`src/rtl/ppm_cfg.svh`:
```
// Offsets, field positions and reset values of the pin mode block.
`ifndef PPM_CFG_SVH
`define PPM_CFG_SVH
// Printed offset 0x9f is not a multiple of four, so it is an index.
`define PPM_IDX_PORT1_PIN_MODE_INDIRECT 8'h9f
`define PPM_ADDR_PORT1_PIN_MODE_INDIRECT 12'h27c
`define PPM_ADDR_PIN_STATE 12'h400
`define PPM_RST_PORT1_PIN_MODE_INDIRECT 8'h00
`define PPM_RST_OUT_MODE 3'h0
`define PPM_RST_IN_MODE 2'h0
`define PPM_MODE_HI 7
`define PPM_MODE_LO 5
`define PPM_IN_HI 6
`define PPM_IN_PULLDOWN 2'h1
`define PPM_IN_PULLUP 2'h2
`define PPM_IN_OFF 2'h3
`define PPM_DIR_BIT 4
`define PPM_RDPTR_BIT 3
`define PPM_IDX_HI 2
`define PPM_IDX_LO 0
`define PPM_OUT_NORMAL 3'h0
`define PPM_OUT_HIGH 3'h3
`define PPM_AXI_OKAY 2'h0
`define PPM_AXI_SLVERR 2'h2
`endif

```
`src/rtl/ppm_pkg.sv`:
```
// Types of the pin mode block.
package ppm_pkg;
  typedef enum logic {PPM_DIR_OUT, PPM_DIR_IN} ppm_dir_e;
  typedef struct packed {
    logic [2:0] idx;
    ppm_dir_e dir;
  } ppm_ptr_s;
  typedef struct packed {
    logic [7:0] out_hi;
    logic [7:0] in_up;
    logic [7:0] in_down;
    logic [7:0] in_off;
  } ppm_pins_s;
endpackage

```
`src/rtl/ppm_port1_pin_mode.sv`:
```
// Indirect per-pin mode register of port 1 with an AXI4-Lite slave.
`timescale 1ns/1ps
// Overview of operation
// - Update write stores mode for indexed pin only.
// - Direction zero updates output, one updates input.
// - Pointer write latches index and direction only.
// - Mode bits ignored on pointer writes.
// - Read returns pointed pin mode, bits 7:5.
// - Output codes 000 normal, 011 high drive.
// - Input codes: none, pulldown, pullup, off.
// - Index values zero..seven select pins zero..seven.
`include "ppm_cfg.svh"
module ppm_port1_pin_mode
  import ppm_pkg::*;
(
  input wire logic i_ref_clk,
  input wire logic i_rst,
  input wire logic i_ce,
  input wire logic [11:0] i_awaddr,
  input wire logic i_awvalid,
  output logic o_awready,
  input wire logic [31:0] i_wdata,
  input wire logic [3:0] i_wstrb,
  input wire logic i_wvalid,
  output logic o_wready,
  output logic [1:0] o_bresp,
  output logic o_bvalid,
  input wire logic i_bready,
  input wire logic [11:0] i_araddr,
  input wire logic i_arvalid,
  output logic o_arready,
  output logic [31:0] o_rdata,
  output logic [1:0] o_rresp,
  output logic o_rvalid,
  input wire logic i_rready,
  output ppm_pins_s o_pins
);

  // ****************************************************
  // Pin mode storage
  // ****************************************************
  logic [2:0] out_mode [8];
  logic [1:0] in_mode [8];
  logic [2:0] next_out_mode [8];
  logic [1:0] next_in_mode [8];
  // The read pointer survives any number of reads; only a pointer write
  // moves it.
  ppm_ptr_s ptr;
  ppm_ptr_s next_ptr;

  logic aw_held, w_held, next_aw_held, next_w_held;
  logic [11:0] aw_addr, next_aw_addr;
  logic [7:0] w_byte, next_w_byte;
  logic w_lane0, next_w_lane0;
  logic [1:0] next_bresp, next_rresp;
  logic next_bvalid, next_rvalid;
  logic [31:0] next_rdata;
  ppm_pins_s next_pins;
  logic do_write;

  function automatic logic [7:0] ppm_read_byte(input ppm_ptr_s p,
      input logic [2:0] om, input logic [1:0] im);
    // Bits that are write-only controls always read as zero.
    ppm_read_byte = 8'h00;
    if (p.dir == PPM_DIR_IN) begin
      ppm_read_byte[6:5] = im;
    end else begin
      ppm_read_byte[7:5] = om;
    end
  endfunction

  // Only word-aligned accesses exist on this bus, so the two low address
  // bits take no part in decoding.
  function automatic logic ppm_hit(input logic [11:0] a,
      input logic [11:0] reg_addr);
    ppm_hit = (a[11:2] == reg_addr[11:2]);
  endfunction

  function automatic logic [2:0] ppm_idx(input logic [7:0] b);
    ppm_idx = b[`PPM_IDX_HI:`PPM_IDX_LO];
  endfunction

  // ****************************************************
  // Bus slave and register update
  // ****************************************************
  // Address and data are captured independently; a write completes
  // only when both are held and no response is pending.
  assign do_write = aw_held && w_held && !o_bvalid;
  // Write and read paths are independent; either may be busy alone.

  always_comb begin
    next_aw_held = aw_held;
    next_w_held = w_held;
    next_aw_addr = aw_addr;
    next_w_byte = w_byte;
    next_w_lane0 = w_lane0;
    next_bvalid = o_bvalid;
    next_bresp = o_bresp;
    next_rvalid = o_rvalid;
    next_rresp = o_rresp;
    next_rdata = o_rdata;
    next_ptr = ptr;
    next_out_mode = out_mode;
    next_in_mode = in_mode;
    if (i_awvalid && o_awready) begin
      next_aw_held = 1'b1;
      next_aw_addr = i_awaddr;
    end
    if (i_wvalid && o_wready) begin
      next_w_held = 1'b1;
      next_w_byte = i_wdata[7:0];
      next_w_lane0 = i_wstrb[0];
    end
    if (o_bvalid && i_bready) begin
      next_bvalid = 1'b0;
    end
    if (do_write) begin
      next_aw_held = 1'b0;
      next_w_held = 1'b0;
      next_bvalid = 1'b1;
      next_bresp = `PPM_AXI_SLVERR;
      if (ppm_hit(aw_addr, `PPM_ADDR_PORT1_PIN_MODE_INDIRECT)) begin
        next_bresp = `PPM_AXI_OKAY;
        // Without byte lane zero the write is acknowledged but changes
        // nothing, so a partial word write to the upper lanes only cannot disturb any pin.
        if (w_lane0) begin
          if (w_byte[`PPM_RDPTR_BIT]) begin
            next_ptr.idx = ppm_idx(w_byte);
            next_ptr.dir = ppm_dir_e'(w_byte[`PPM_DIR_BIT]);
          end else if (w_byte[`PPM_DIR_BIT]) begin
            next_in_mode[ppm_idx(w_byte)] =
              w_byte[`PPM_IN_HI:`PPM_MODE_LO];
          end else begin
            next_out_mode[ppm_idx(w_byte)] =
              w_byte[`PPM_MODE_HI:`PPM_MODE_LO];
          end
        end
      end
    end
    if (o_rvalid && i_rready) begin
      next_rvalid = 1'b0;
    end
    if (i_arvalid && o_arready) begin
      next_rvalid = 1'b1;
      next_rresp = `PPM_AXI_OKAY;
      next_rdata = 32'h0000_0000;
      if (ppm_hit(i_araddr, `PPM_ADDR_PORT1_PIN_MODE_INDIRECT)) begin
        next_rdata[7:0] = ppm_read_byte(ptr, out_mode[ptr.idx],
          in_mode[ptr.idx]);
      end else if (ppm_hit(i_araddr, `PPM_ADDR_PIN_STATE)) begin
        // Pin state is a read-only view of the decoded controls.
        next_rdata = o_pins;
      end else begin
        next_rresp = `PPM_AXI_SLVERR;
      end
    end
  end

  // ****************************************************
  // Decoded per-pin buffer controls
  // ****************************************************
  // Illegal output codes are stored as written and read back, but only
  // the high drive code turns on the strong driver.
  // The controls lag the stored modes by one edge so each leaves a flop.
  always_comb begin
    for (int i = 0; i < 8; i++) begin
      next_pins.out_hi[i] = (out_mode[i] == `PPM_OUT_HIGH);
      next_pins.in_up[i] = (in_mode[i] == `PPM_IN_PULLUP);
      next_pins.in_down[i] = (in_mode[i] == `PPM_IN_PULLDOWN);
      next_pins.in_off[i] = (in_mode[i] == `PPM_IN_OFF);
    end
  end

  always_ff @(posedge i_ref_clk or posedge i_rst) begin
    if (i_rst) begin
      aw_held <= 1'b0;
      w_held <= 1'b0;
      aw_addr <= 12'h000;
      w_byte <= `PPM_RST_PORT1_PIN_MODE_INDIRECT;
      w_lane0 <= 1'b0;
      o_awready <= 1'b0;
      o_wready <= 1'b0;
      o_arready <= 1'b0;
      o_bvalid <= 1'b0;
      o_bresp <= `PPM_AXI_OKAY;
      o_rvalid <= 1'b0;
      o_rresp <= `PPM_AXI_OKAY;
      o_rdata <= 32'h0000_0000;
      o_pins <= '0;
      ptr <= '0;
      // Every pin leaves reset as a normal drive output and pull-free input.
      for (int i = 0; i < 8; i++) begin
        out_mode[i] <= `PPM_RST_OUT_MODE;
        in_mode[i] <= `PPM_RST_IN_MODE;
      end
    end else if (i_ce) begin
      // Enable low holds every register, outputs included, so a stalled
      // handshake resumes exactly where it stopped.
      aw_held <= next_aw_held;
      w_held <= next_w_held;
      aw_addr <= next_aw_addr;
      w_byte <= next_w_byte;
      w_lane0 <= next_w_lane0;
      o_awready <= !next_aw_held;
      o_wready <= !next_w_held;
      // A new read is taken only once the last data was accepted, so
      // read data never needs a second buffer.
      o_arready <= !next_rvalid;
      o_bvalid <= next_bvalid;
      o_bresp <= next_bresp;
      o_rvalid <= next_rvalid;
      o_rresp <= next_rresp;
      o_rdata <= next_rdata;
      o_pins <= next_pins;
      ptr <= next_ptr;
      out_mode <= next_out_mode;
      in_mode <= next_in_mode;
    end
  end

endmodule

```
`config.mk`:
```
export PLATFORM = sky130hd
export DESIGN_NAME = ppm_port1_pin_mode
export DESIGN_NICKNAME = d
export VERILOG_FILES = /design/src/rtl/ppm_pkg.sv /design/src/rtl/ppm_port1_pin_mode.sv
export VERILOG_INCLUDE_DIRS = /design/src /design/src/rtl
export SDC_FILE = /design/constraint.sdc
export NUM_CORES = 1
export LEC_CHECK = 0
export BUFFER_PORTS_ARGS = -buffer_cell sky130_fd_sc_hd__buf_2
export CORE_MARGIN = 8
export CORE_UTILIZATION = 34
export DETAILED_ROUTE_END_ITERATION = 8
export GPL_TIMING_DRIVEN = 0
export PLACE_DENSITY = 0.65
export SLEW_MARGIN = 20
export SYNTH_ARGS = -nofsm -noshare
export SYNTH_HDL_FRONTEND = slang
export SYNTH_SLANG_ARGS = --single-unit
```
`constraint.sdc`:
```
create_clock -name i_ref_clk -period 4.6 [get_ports i_ref_clk]
set_clock_uncertainty 0.05 [all_clocks]
set_input_delay 0 -clock i_ref_clk [delete_from_list [all_inputs] [get_ports i_ref_clk]]
set_output_delay 0 -clock i_ref_clk [all_outputs]
set_load 0.005 [all_outputs]
```
---- Yosys cells after proc, flatten, opt, wreduce, memory -nomap -nowiden ----
Index checks and enable logic that the tools add are counted.
word-level totals
  word-level logic and storage cells ...... 126
  output and inout port bits .............. 73
  register bits after elaboration ......... 140
  bits of input ports ..................... 68
cells by class
  order comparisons ....................... 3
  bitwise gates (word level) .............. 4
  muxes and demuxes ....................... 28
  reductions and logical operators ........ 21
  equality and inequality tests ........... 35
operator list
  cell                   count
  $eq A2 B2 Y1 const B   16
  $mux W32               1
  $bwmux W24             1
  $eq A3 B2 Y1 const B   8
  $mux W24               1
  $eq A10 B8 Y1 const B  2
  $bwmux W16             1
  $eq A2 B1 Y1 const B   8
  $mux W2                7
  $reduce_and A6 Y1      2
  $eq A10 B9 Y1 const B  1
  $reduce_and A2 Y1      5
  $bmux W3 S3            1
  $demux W3 S3           1
  $mux W1                9
  $mux W3                3
  $ge A4 B4 Y1 const B   2
  $logic_and A1 B1 Y1    8
  $mux W8                1
  $not A3 Y4             2
  $bmux W2 S3            1
  $demux W2 S3           1
  $reduce_and A5 Y1      1
  $logic_not A1 Y1       4
  3 further kinds        4

---- Depth between registers and ports, before layout ----
  word-level depth ........................ 6
  mapped depth ............................ 7
  depth with buffers taken out ............ 5

---- Worst setup path before layout ----
Ideal clock, no wire load.
  path kind ............................... register to register
  start ................................... reg o_bvalid
  end ..................................... reg out_mode[3] (netlist bit)
  setup time .............................. 125 ps
  arrival ................................. 1985 ps
  path slack .............................. 2440 ps
  period minus slack after synthesis ...... 2160 ps
  cell stages (with the launch flop) ...... 7
  data required time ...................... 4425 ps
  buffers on the path ..................... 1
  cell sequence ........................... dfrtp_1 -> and4b_1 -> buf_4 -> nand2_2 -> or4b_4 -> nor3b_4 -> mux2_2
between the ends
  cells in the longest elaborated chain, start to end .. 3
RTL lines
  what                            line                       source
  start: declaration              ppm_port1_pin_mode.sv:27   output logic o_bvalid,
  start signal: assignment        ppm_port1_pin_mode.sv:209  o_bvalid <= next_bvalid;
  $logic_not A1 Y1                ppm_port1_pin_mode.sv:88   assign do_write = aw_held && w_held && !o_bvalid;
  $logic_and A1 B1 Y1             ppm_port1_pin_mode.sv:88
  $reduce_and A6 Y1 (no line)     n/a
  end signal: indexed assignment  ppm_port1_pin_mode.sv:193  out_mode[i] <= `PPM_RST_OUT_MODE;
  end signal: assignment          ppm_port1_pin_mode.sv:216  out_mode <= next_out_mode;
  end: declaration                ppm_port1_pin_mode.sv:42   logic [2:0] out_mode [8];
No other way between the ends.
A chain may end at the register's enable or synchronous reset.

---- Worst setup path in the final report ----
  start ................................... reg aw_addr[8]
  end ..................................... reg out_mode[0] (netlist bit)
between the ends
  cells in the longest elaborated chain, start to end .. 2
RTL lines
  what                         line                       source
  start: declaration           ppm_port1_pin_mode.sv:52   logic [11:0] aw_addr, next_aw_addr;
  start signal: assignment     ppm_port1_pin_mode.sv:201  aw_addr <= next_aw_addr;
  $eq A10 B8 Y1                ppm_port1_pin_mode.sv:76   ppm_hit = (a[11:2] == reg_addr[11:2]);
  $reduce_and A6 Y1 (no line)  n/a
No other way between the ends.

==> results.yml <==
status:
  status: "complete, no violations"
clocking:
  cts_htree_levels: 4
  clk_path_buf_depth: 2
  post_cts_resize_count: 0
  clkLatencyLatePin_ns: 0.42
  cts_tree: "yes"
  postCtsSetupBuffers: 0
  cts_root_buf: "clkbuf_16"
  clk_pin_slew_ns: 0.06
  cts_sinks: 136
  cts_buffers: 17
  ctsHoldBuffers: 31
worst_setup_path:
  path_class: "reg -> reg"
  ff2ff_setup_slack_ns: 2.02
  worstPathArrival_ns: 2.83
  r2r_start: "aw_addr[8]$_DFFE_PP0P_"
  cp_cell_sequence: "nand4bb_4, nor4_4, nor4b_1, nand3_1, mux2_2"
  path_max_fanout: 5
  slowest_delay_ns: 0.78
  cp_slowest_cell: "nor4b_1"
  crit_path_end_kind: "flop"
  reg2reg_to: "out_mode[0]$_DFFE_PP0P_"
  cp.required_ns: 4.85
  startpoint_type: "flop"
  worstRegToRegCells: 5
die:
  die_w_um: 148
  start_util_pct: 34.4
  die_height_um: 148
  io_pins: 141
  core_um2: 17100
  die_area_um2: 21800
  rows: 48
timing:
  relSlewSlack_pct: 39.1
  grt_setup_unrepaired: "false"
  fin_crit_sh_pct: 56.0
  hold_viol_final: 0
  setup_violations: 0
  fmaxAchievable_mhz: 388
  timing.hold.ws_ns: 0.0353
  setup_tns_ns: 0
  min_period_ns: 2.58
  maxSlewViolCount: 0
  tightest_slew_ns: 0.901
route:
  first_pass_iters: 4
  ant_nets: 0
  drtIter0Drc: 301
  via_per_inst: 5.03
  wirelength_um: 15900
  wl_per_cell_um: 18.2
  num_vias: 4390
  drcViolationCount: 0
grt:
  grt_usage_pct: 14.9
  first_global_vias: 4706
  grt-ovfl-total: 0
  grt_pass1_wl_um: 25400
  antenna_found_initial: 0
  grt_max_degree: 105
yosys:
  synth-seq-cells: 136
  synth_top_area_share_pct: 57.8
  synthFlopType: "dfrtp_1"
  ys_types: 49
  synth-edff-count: 0
  syn_inst: 477
  synth.avg_cell_area_um2: 12.3
  yosysWarningCount: 0
  synthTopCellsByArea: "dfrtp_1, mux2_2, a22o_1"
  seq_area_frac_synth_pct: 57.8
  syn-cell-area_um2: 5890
  async_reset_ff_share_pct: 100
  yosys.area.top_type: "dfrtp_1"
power_and_ir_drop:
  p_leak_nw: 3.58
  ir_worst_vdd_mv: 0.258
  cellPowerDensity_nw_per_um2: 418
  finalPower_mw: 3.18
cells_and_area:
  syn_to_final_growth_pct: 29.1
  drive_above_1_share_pct: 34.0
  diodes: 0
  final_cells: 873
  design_area_um2: 7600
  nNetsFinal: 704
  n_fill_cell: 1584
hold_path:
  hold_class: "in -> async"
placed_design:
  port_buffers: 107
  dpl.hpwl_um: 11600
  gp_congestion: 0.803
  place_area_um2: 6750
  dp_cells: 811
run:
  maxCapViolations: 0
[kinds of logic after synthesis]
logic type	after synthesis	synth area share, %
flip-flops	136	57.8
AND/OR/NAND/NOR	98	11.2
AO/OA/AOI/OAI	90	10.5
multiplexers	81	15.8
buffers and inverters	71	4.74
other	1	0.0637
[report_power, final]
| group | switching, mW | internal [mW] | leakage, nW |
|---|---|---|---|
| logic | 0.261 | 0.210 | 1.48 |
| clock network | 0.516 | 0.751 | 0.265 |
| registers | 0.122 | 1.32 | 1.83 |
[layer usage]
metal / global-route usage (%) / share of wire, % / vias to the layer above / wire length (µm)
met5: 0 / 0 / - / 0
met4: 5.51 / 1.4 / 0 / 228
met3: 4.83 / 5.5 / 19 / 871
met2: 25.5 / 51 / 100 / 8010
met1: 17.1 / 43 / 2228 / 6740
li1: - / - / 2043 / -
[worst max-delay path by stage]
stage	startpoint	endpoint	slack (ns)	cells after the start
final	aw_addr[8]$_DFFE_PP0P_	out_mode[0]$_DFFE_PP0P_	2.02	5
after global routing	aw_addr[8]$_DFFE_PP0P_	out_mode[0]$_DFFE_PP0P_	1.89	5
after CTS	aw_addr[8]$_DFFE_PP0P_	out_mode[0]$_DFFE_PP0P_	1.95	5
after detailed placement	aw_addr[8]$_DFFE_PP0P_	out_mode[0]$_DFFE_PP0P_	1.99	5
after global placement	i_rst	o_rdata[30]$_DFFE_PP0P_	-0.43	2
after floorplan	i_rst	aw_addr[10]$_DFFE_PP0P_	0.91	1
[cell type report]
class	count	area [µm²]	area share, %
tap	225	282	3.70
inverter	42	165	2.17
sequential	136	3400	44.8
multi-input combinational	271	2210	29.1
clock inverter	12	104	1.37
clock buffer	19	443	5.83
buffer	29	121	1.60
timing repair buffer	139	873	11.5
[metrics by stage]
stage / setup WS (ns) / util [%]
after floorplan: 0.911 / -
after global placement: -0.429 / 39.2
after detailed placement: 1.99 / 39.4
after CTS: 1.95 / 44.4
after global routing: 1.89 / 44.4
final: 2.02 / 44.4
[sequential cells by signal (all words and copies together) (netlist names)]
register   cells
o_rvalid       1
o_pins        32
o_wready       1
ptr            4
o_rresp        1
aw_addr       10
o_bresp        1
in_mode       16
w_held         1
w_byte         8
o_arready      1
w_lane0        1
out_mode      24
o_bvalid       1
o_awready      1
o_rdata       32
aw_held        1
[worst max-delay path, delay by kind of cell (launching register included)]
| family | cells | cell delay (ns) |
|---|---|---|
| DFF | 1 | 0.39 |
| muxes | 1 | 0.36 |
| and+or+nand+nor | 4 | 1.67 |
[synthesized netlist by cell type (all sizes together) (3+ instances only)]
library cell / instances
nand2: 20
a21oi: 13
inv: 42
nand3: 18
mux2i: 12
a221oi: 3
nor2: 10
mux4: 3
dfrtp: 136
clkbuf: 22
o22ai: 8
a22o: 29
nor3: 6
mux2: 66
nor4: 3
o21ai: 25
nand4b: 8
nor2b: 3
nand3b: 12
buf: 7
nand4: 6
[placed cells by master (no fill, tap or decap), types with 2 or more instances in the layout]
| cell | count |
|---|---|
| dfrtp_1 | 136 |
| buf_2 | 108 |
| mux2_2 | 64 |
| inv_1 | 41 |
| dlygate4sd3_1 | 31 |
| a22o_1 | 29 |
| o21ai_0 | 25 |
| clkbuf_1 | 23 |
| nand2_1 | 19 |
| nand3_1 | 18 |
| clkbuf_16 | 17 |
| a21oi_1 | 13 |
| nand3b_1 | 12 |
| mux2i_1 | 12 |
| nor2_1 | 10 |
| o22ai_1 | 8 |
| nand4b_1 | 8 |
| nand4_1 | 6 |
| nor3_1 | 5 |
| clkinv_2 | 5 |
| buf_1 | 3 |
| buf_4 | 3 |
| a221oi_1 | 3 |
| mux4_2 | 3 |
| nor2b_1 | 3 |
| clkinvlp_4 | 3 |
| nor4_4 | 2 |
| o31a_1 | 2 |
| o311ai_0 | 2 |
| a31oi_1 | 2 |
| mux2_1 | 2 |
| conb_1 | 2 |
| clkinv_4 | 2 |
(Power assumes the default switching activity.)
